==> src/core/ocr_cfg.svh <==
// Operation
// - product code is fixed read-only byte
// - silicon revision is fixed read-only byte
// - target address bits 7..3 from nvm
// - strap pin sets address bits 2..1
// - image revision reloads after reset, commit
// - power-down clear at reset with auto-start set starts calibration
// - power-down disables pll; clearing recalibrates
// - rising write of trigger starts calibration
// - trigger self-clears when calibration completes
// - auto-start locks pll, enables outputs
// - reset from power-on, pin, soft bit
// - auto-start clear at reset halts until auto-start or trigger is written one
`ifndef OCR_CFG_SVH
`define OCR_CFG_SVH
`define OCR_ADDR_PRODUCT 8'h02
`define OCR_ADDR_SIREV 8'h03
`define OCR_ADDR_TARGET 8'h08
`define OCR_ADDR_IMGREV 8'h09
`define OCR_ADDR_DEVCTL 8'h0A
`define OCR_ADDR_SOFTRST 8'h48
`define OCR_BIT_PDN 6
`define OCR_BIT_CAL 1
`define OCR_BIT_AUTO 0
`define OCR_BIT_SOFTRST 1
`define OCR_DEVCTL_WMASK 8'h7F
`define OCR_DEVCTL_RST 8'h01
`define OCR_STRAP_LOW 2'h0
`define OCR_STRAP_FLOAT 2'h1
`define OCR_STRAP_HIGH 2'h3
`endif

==> src/core/ocr_pkg.sv <==
package ocr_pkg;
  typedef enum logic [4:0] {
    ST_CONFIG = 5'h01,
    ST_HALT = 5'h02,
    ST_CAL = 5'h04,
    ST_RUN = 5'h08,
    ST_PDN = 5'h10
  } ocr_state_t;
  typedef struct packed {
    logic wr;
    logic rd;
    logic [7:0] addr;
    logic [7:0] wdata;
  } ocr_req_t;
endpackage

==> src/core/ocr_regs.sv <==
`include "ocr_cfg.svh"
module ocr_regs #(
  parameter logic [7:0] PRODUCT_CODE = 8'hA5, // arbitrary value
  parameter logic [7:0] SILICON_REV = 8'h5A, // arbitrary value
  parameter int CAL_CYCLES = 16
) (
  input wire logic clk,
  input wire logic rst_b,
  input wire logic hardResetPinB,
  input wire ocr_pkg::ocr_req_t req,
  output logic [7:0] rdata,
  output logic rvalid,
  input wire logic [7:0] nvmTargetAddr,
  input wire logic [7:0] nvmImageRev,
  input wire logic nvmCommitDone,
  input wire logic strapLow,
  input wire logic strapHigh,
  output logic pllEnable,
  output logic calBusy,
  output logic outputEnable,
  output logic deviceReset
);
  // ----------------------------------------------------------------
  // reset sources
  // ----------------------------------------------------------------
  logic pinS1_q, pinS2_q, softRst_q, devRst_q;
  logic s1Lo_q, s2Lo_q, s1Hi_q, s2Hi_q;
  always_ff @(posedge clk or negedge rst_b) begin
    if (!rst_b) begin
      pinS1_q <= 1'b0;
      pinS2_q <= 1'b0;
      s1Lo_q <= 1'b0;
      s2Lo_q <= 1'b0;
      s1Hi_q <= 1'b0;
      s2Hi_q <= 1'b0;
    end else begin
      pinS1_q <= hardResetPinB;
      pinS2_q <= pinS1_q;
      s1Lo_q <= strapLow;
      s2Lo_q <= s1Lo_q;
      s1Hi_q <= strapHigh;
      s2Hi_q <= s1Hi_q;
    end
  end
  // one-shot: the soft reset write pulse gives a single reset cycle
  logic softWr;
  assign softWr = req.wr && req.addr == `OCR_ADDR_SOFTRST &&
                  req.wdata[`OCR_BIT_SOFTRST];
  always_ff @(posedge clk or negedge rst_b) begin
    if (!rst_b) begin
      softRst_q <= 1'b0;
    end else begin
      softRst_q <= softWr;
    end
  end
  // device reset: power-on, pin low, soft bit; held one cycle at least
  logic devRstNow;
  assign devRstNow = !pinS2_q || softRst_q;
  always_ff @(posedge clk or negedge rst_b) begin
    if (!rst_b) begin
      devRst_q <= 1'b1;
    end else begin
      devRst_q <= devRstNow;
    end
  end
  // ----------------------------------------------------------------
  // nvm-loaded values
  // ----------------------------------------------------------------
  logic [7:0] target_q, imgRev_q;
  logic [1:0] strapCode;
  always_comb begin
    if (s2Hi_q) begin
      strapCode = `OCR_STRAP_HIGH;
    end else if (s2Lo_q) begin
      strapCode = `OCR_STRAP_LOW;
    end else begin
      strapCode = `OCR_STRAP_FLOAT;
    end
  end
  always_ff @(posedge clk or negedge rst_b) begin
    if (!rst_b) begin
      target_q <= 8'h00;
    end else if (devRst_q) begin
      // reserved bit 0 forced low
      target_q <= {nvmTargetAddr[7:3], strapCode, 1'b0};
    end else begin
      target_q <= {target_q[7:3], strapCode, 1'b0};
    end
  end
  always_ff @(posedge clk or negedge rst_b) begin
    if (!rst_b) begin
      imgRev_q <= 8'h00;
    end else if (devRst_q || nvmCommitDone) begin
      imgRev_q <= nvmImageRev;
    end
  end
  // ----------------------------------------------------------------
  // device control
  // ----------------------------------------------------------------
  logic [7:0] devCtl_q;
  logic ctlWr, calDone, calStart, pdnFall;
  ocr_pkg::ocr_state_t state_q;
  logic [7:0] calCnt_q;
  // only device_control and the soft reset byte decode writes; writes to
  // the read-only places fall through and leave them untouched
  assign ctlWr = req.wr && req.addr == `OCR_ADDR_DEVCTL;
  assign calDone = state_q == ocr_pkg::ST_CAL && calCnt_q == 8'h00;
  assign calStart = ctlWr && req.wdata[`OCR_BIT_CAL] &&
                    !devCtl_q[`OCR_BIT_CAL];
  assign pdnFall = ctlWr && !req.wdata[`OCR_BIT_PDN] &&
                   devCtl_q[`OCR_BIT_PDN];
  // power-down request decode, shared by the halt, calibrate and run states
  function automatic logic pdnSetWr(input ocr_pkg::ocr_req_t r);
    return r.wr && r.addr == `OCR_ADDR_DEVCTL && r.wdata[`OCR_BIT_PDN];
  endfunction
  always_ff @(posedge clk or negedge rst_b) begin
    if (!rst_b) begin
      devCtl_q <= `OCR_DEVCTL_RST;
    end else begin
      if (ctlWr) begin
        devCtl_q <= req.wdata & `OCR_DEVCTL_WMASK;
      end
      // a new start in the finishing cycle keeps the bit set
      if (calDone && !calStart) begin
        devCtl_q[`OCR_BIT_CAL] <= 1'b0;
      end
    end
  end
  // ----------------------------------------------------------------
  // startup / calibration sequencer
  // ----------------------------------------------------------------
  logic autoWr;
  assign autoWr = ctlWr && req.wdata[`OCR_BIT_AUTO];
  always_ff @(posedge clk or negedge rst_b) begin
    if (!rst_b) begin
      state_q <= ocr_pkg::ST_CONFIG;
      calCnt_q <= 8'h00;
    end else if (devRst_q) begin
      state_q <= ocr_pkg::ST_CONFIG;
    end else begin
      unique case (state_q)
        ocr_pkg::ST_CONFIG: begin
          calCnt_q <= 8'(CAL_CYCLES - 1);
          if (devCtl_q[`OCR_BIT_PDN]) begin
            state_q <= ocr_pkg::ST_PDN;
          end else if (devCtl_q[`OCR_BIT_AUTO]) begin
            state_q <= ocr_pkg::ST_CAL;
          end else begin
            state_q <= ocr_pkg::ST_HALT;
          end
        end
        ocr_pkg::ST_HALT: begin
          calCnt_q <= 8'(CAL_CYCLES - 1);
          // parked until software asks for lock or power-down
          if (pdnSetWr(req)) begin
            state_q <= ocr_pkg::ST_PDN;
          end else if (autoWr || calStart) begin
            state_q <= ocr_pkg::ST_CAL;
          end
        end
        ocr_pkg::ST_CAL, ocr_pkg::ST_RUN: begin
          if (pdnSetWr(req)) begin
            state_q <= ocr_pkg::ST_PDN;
          end else if (calStart) begin
            state_q <= ocr_pkg::ST_CAL;
            calCnt_q <= 8'(CAL_CYCLES - 1);
          end else if (state_q == ocr_pkg::ST_CAL) begin
            if (calDone) begin
              state_q <= ocr_pkg::ST_RUN;
            end else begin
              calCnt_q <= calCnt_q - 8'h01;
            end
          end
        end
        ocr_pkg::ST_PDN: begin
          calCnt_q <= 8'(CAL_CYCLES - 1);
          if (pdnFall) begin
            state_q <= ocr_pkg::ST_CAL;
          end
        end
        default: begin
          state_q <= ocr_pkg::ST_CONFIG;
        end
      endcase
    end
  end
  always_ff @(posedge clk or negedge rst_b) begin
    if (!rst_b) begin
      pllEnable <= 1'b0;
      calBusy <= 1'b0;
      outputEnable <= 1'b0;
      deviceReset <= 1'b1;
    end else begin
      pllEnable <= state_q == ocr_pkg::ST_CAL ||
                   state_q == ocr_pkg::ST_RUN;
      calBusy <= state_q == ocr_pkg::ST_CAL;
      outputEnable <= state_q == ocr_pkg::ST_RUN;
      deviceReset <= devRst_q;
    end
  end
  // ----------------------------------------------------------------
  // read port; writes elsewhere are silently dropped
  // ----------------------------------------------------------------
  always_ff @(posedge clk or negedge rst_b) begin
    if (!rst_b) begin
      rdata <= 8'h00;
      rvalid <= 1'b0;
    end else begin
      rvalid <= req.rd;
      if (req.rd) begin
        unique case (req.addr)
          `OCR_ADDR_PRODUCT: rdata <= PRODUCT_CODE;
          `OCR_ADDR_SIREV: rdata <= SILICON_REV;
          `OCR_ADDR_TARGET: rdata <= target_q;
          `OCR_ADDR_IMGREV: rdata <= imgRev_q;
          `OCR_ADDR_DEVCTL: rdata <= devCtl_q;
          default: rdata <= 8'h00;
        endcase
      end
    end
  end
endmodule

==> config.mk <==
export PLATFORM = sky130hd
export DESIGN_NAME = ocr_regs
export DESIGN_NICKNAME = d
export VERILOG_FILES = /design/src/core/ocr_pkg.sv /design/src/core/ocr_regs.sv
export VERILOG_INCLUDE_DIRS = /design/src /design/src/core
export SDC_FILE = /design/constraint.sdc
export NUM_CORES = 1
export LEC_CHECK = 0
export ABC_AREA = 1
export BUFFER_PORTS_ARGS = -buffer_cell sky130_fd_sc_hd__buf_2
export CORE_UTILIZATION = 29
export CTS_BUF_LIST = sky130_fd_sc_hd__clkbuf_2 sky130_fd_sc_hd__clkbuf_4 sky130_fd_sc_hd__clkbuf_8
export CTS_CLUSTER_SIZE = 30
export DETAILED_ROUTE_END_ITERATION = 16
export GPL_ROUTABILITY_DRIVEN = 0
export PLACE_DENSITY = 0.48
export SYNTH_ARGS = -nofsm -noshare
export SYNTH_HDL_FRONTEND = slang
export SYNTH_SLANG_ARGS = --single-unit
==> constraint.sdc <==
create_clock -name clk -period 1.4 [get_ports clk]
set_input_delay 0.14 -clock clk [delete_from_list [all_inputs] [get_ports clk]]
set_output_delay 0.14 -clock clk [all_outputs]
set_load 0.01 [all_outputs]
==> qor.csv <==
metric,value,unit
critical-path-top-cell-by-count,sky130_fd_sc_hd__nor2_4,
relative_slew_margins,71.9,%
hold-path-endpoint,devCtl_q[3],
post_route_cells_drive_above_1_share,40.7,%
remaining_routing_drc_violations,0,
crit_path_cell_trace,nor2_2 > nand2_2 > a21oi_4 > inv_1 > nor2_4 > nor2_4 > nand2_4 > nand2_1 > o21ai_2,
detailed_place.area,3430,um^2
syn_inst,297,
die_area,9710,um^2
critical_path.max_fanout,8,
final_net_count,446,
chipHeight,98.5,um
cap_violations,0,
setup-violations-final,11,
synth_sequential_area_ratio,52.1,%
cts_clk_pin_slew_worst_paths,100,ps
ys_seq_elements,56,
final_cell_area,3700,um^2
final_hold_viol_count,0,
timing_worst_setup_path_type,flop to flop,
rr_startpoint,state_q[0],
worstMarginPinSlew,421,ps
final-max-slew-violation-count,0,
synth.net_count,339,
power.static_leakage,1.88,nW
effective_utilization_at_floorplan,30.5,%
track_usage,14.1,%
p_seq_share,37.3,%
min_path_type,primary input to flop,
rrSetupSlack,-110,ps
internal_power,0.00355,W
critical-path-max-stage-delay,560,ps
startpoint_class,flop,
syn-cell-area,2700,um^2
die_w,98.5,um
power.share.combinational,38.8,%
result_of_the_run,"finished, violations left",
grt_first_pass_wirelength,10.8,mm
p_sw,0.00174,W
hp-start,req[3],
power.ir.vdd_worst,0.717,mV
rsz0062_at_grt,true,
gr-total-overflow,0,
critPathRequiredTime,1600,ps
clock_tree_from_tritoncts,yes,
post-route-period-util,108,%
whs_path_depth,3,
wl_per_cell,12.2,um
core_area,8850,um^2
syn2layout_area_growth,37.0,%
most_common_cell_after_layout_fill_and_taps_aside,sky130_fd_sc_hd__nand2_1,
critical_path.reg2reg.endpoint,calCnt_q[3],
cts_sinks,56,
route.vias.total,2232,
port-buffer-count,48,
placedCellCount,498,
slowest_stage,sky130_fd_sc_hd__dfstp_2,
route.antenna.remaining_nets,0,
clock_skew_after_layout,16.2,ps
clock_latency,310,ps
swShare,32.8,%
drt-pass1-iter-count,6,
rr_worst_depth,9,
fin_worst_hold_slack,20.8,ps
grt_max_degree,57,
antenna_cells,0,
vias_per_cell,4.35,
fin_ws,-106,ps
instances_no_fill,513,
antenna_violations_before_repair,0,
numCtsBuffers,5,
postRouteWirelength,6.26,mm
pwr_density_cell,1430,nW/um^2
critical_path_end_type,flop,
clockPowerShare,23.9,%
floorplan.rows,34,
clk_root_buffer_cell,sky130_fd_sc_hd__clkbuf_8,
hpwlAfterDp,4.65,mm
dominantRegCellSynth,sky130_fd_sc_hd__dfrtp_1,
syn-mean-instance-area,9.10,um^2
critical_path_arrival,1700,ps
layout_common_cells,"sky130_fd_sc_hd__nand2_1, sky130_fd_sc_hd__dfrtp_1, sky130_fd_sc_hd__buf_2",
top_level_ports,53,
finalCriticalPeriod,1510,ps
maxClockFrequency,664,MHz
synth-edff-count,0,
violated_checks,negative setup slack,
drt_iter0_markers,74,
clock_tree.buffer_depth,2,
yosysWarningCount,0,
grt_pass1_vias,2279,
post_synthesis_async_set_or_reset_flop_share,100,%
cts_max_level,2,
synth_cell_type_count,37,
## layer usage
layer | track usage (%) | up-vias | part of all wire, %
met4 | 3.44 | 0 | 0.58
met3 | 3.26 | 2 | 3.3
met5 | 0 | - | 0
li1 | - | 1172 | -
met1 | 20.4 | 1017 | 53
met2 | 21.3 | 41 | 44
## power by group through the flow
stage,Sequential [W],Combinational [W],Clock [W]
after floorplan,0.00202,0.00115,0
after global placement,0.00199,0.00191,0
after detailed placement,0.00199,0.00193,0
after CTS,0.00197,0.00204,0.00132
after global routing,0.00200,0.00233,0.00138
final,0.00197,0.00205,0.00126
## critical path: cells and delay by family, from the launching register on
family	cells	cell delay (ps)
and+or+nand+nor	6	640
DFF	1	560
buffers and inverters	1	100
AOI/OAI and AO/OA	2	110
## kinds of logic (layout without fill, tap and decap cells)
kind of cell    count (synthesis)  after routing  synth area share (%)
buf+inv                        30            137                  4.82
fa+ha+maj                       2              2                 0.926
mux                             8              8                  3.34
flops                          56             56                  52.1
xor+xnor                        6              6                  1.95
compound gates                 36             36                  8.89
simple gates                  159            160                  28.0
## layout make-up
type	instances	area, um^2
clock buffers	6	76.3
clock inverters	2	60.1
fillers	898	5150
inverters	26	97.6
multi-input cells	212	1240
flip-flops and latches	56	1410
well taps	108	135
repair buffers	103	686
## worst max path at each step
| stage | from | endpoint | slack, ps | cells after the start |
|---|---|---|---|---|
| 2_1_floorplan | state_q[0] | calCnt_q[5] | -70 | 8 |
| 3_3_place_gp | state_q[1] | calCnt_q[7] | -100 | 8 |
| 3_5_place_dp | state_q[1] | calCnt_q[7] | -120 | 8 |
| 4_1_cts | state_q[0] | calCnt_q[3] | -110 | 9 |
| 5_1_grt | state_q[3] | calCnt_q[7] | -230 | 8 |
| 6_report | state_q[0] | calCnt_q[3] | -110 | 9 |
## sequential cells by signal (all words and copies together) (netlist names), 5 cells and up
| signal | flops |
|---|---|
| state_q | 5 |
| imgRev_q | 8 |
| rdata | 8 |
| calCnt_q | 8 |
| devCtl_q | 7 |
| target_q | 7 |
## per-stage QoR
step                      total power (W)  TNS, ps  setup slack, ps  utilization, %
after floorplan                   0.00317     -312            -71.5               -
after global placement            0.00390    -1420             -101            38.8
after detailed placement          0.00392    -1600             -119            38.8
after CTS                         0.00533     -936             -112            41.3
after global routing              0.00571    -2090             -230            41.8
final                             0.00528     -805             -106            41.8
## Yosys cell counts, types with 2 or more instances
cell	number	area, um^2
sky130_fd_sc_hd__a21oi_1	7	35.0
sky130_fd_sc_hd__dfrtp_1	52	1300
sky130_fd_sc_hd__dfstp_2	4	105
sky130_fd_sc_hd__ha_1	2	25.0
sky130_fd_sc_hd__inv_1	24	90.1
sky130_fd_sc_hd__inv_2	2	7.51
sky130_fd_sc_hd__mux2_2	8	90.1
sky130_fd_sc_hd__nand2_1	84	315
sky130_fd_sc_hd__nand2_2	5	31.3
sky130_fd_sc_hd__nand2_4	2	22.5
sky130_fd_sc_hd__nand3_1	17	85.1
sky130_fd_sc_hd__nand3b_1	3	22.5
sky130_fd_sc_hd__nand4_1	4	25.0
sky130_fd_sc_hd__nor2_1	25	93.8
sky130_fd_sc_hd__nor2_2	6	37.5
sky130_fd_sc_hd__nor2_4	2	22.5
sky130_fd_sc_hd__nor3_1	5	25.0
sky130_fd_sc_hd__o21ai_0	14	70.1
sky130_fd_sc_hd__o21ai_2	9	78.8
sky130_fd_sc_hd__xnor2_1	2	17.5
sky130_fd_sc_hd__xor2_1	4	35.0
## what timing repair did
action / 4_1_cts / 5_1_grt
gates resized for setup: 8 / 11
hold buffers: 5 / 0
buffers inserted: 0 / 1
setup endpoints to repair: 19 / 12
hold endpoints to repair: 56 / 0
cloned: 1 / 0
pin swaps: 1 / 4
Power figures use the tool's default switching activity.
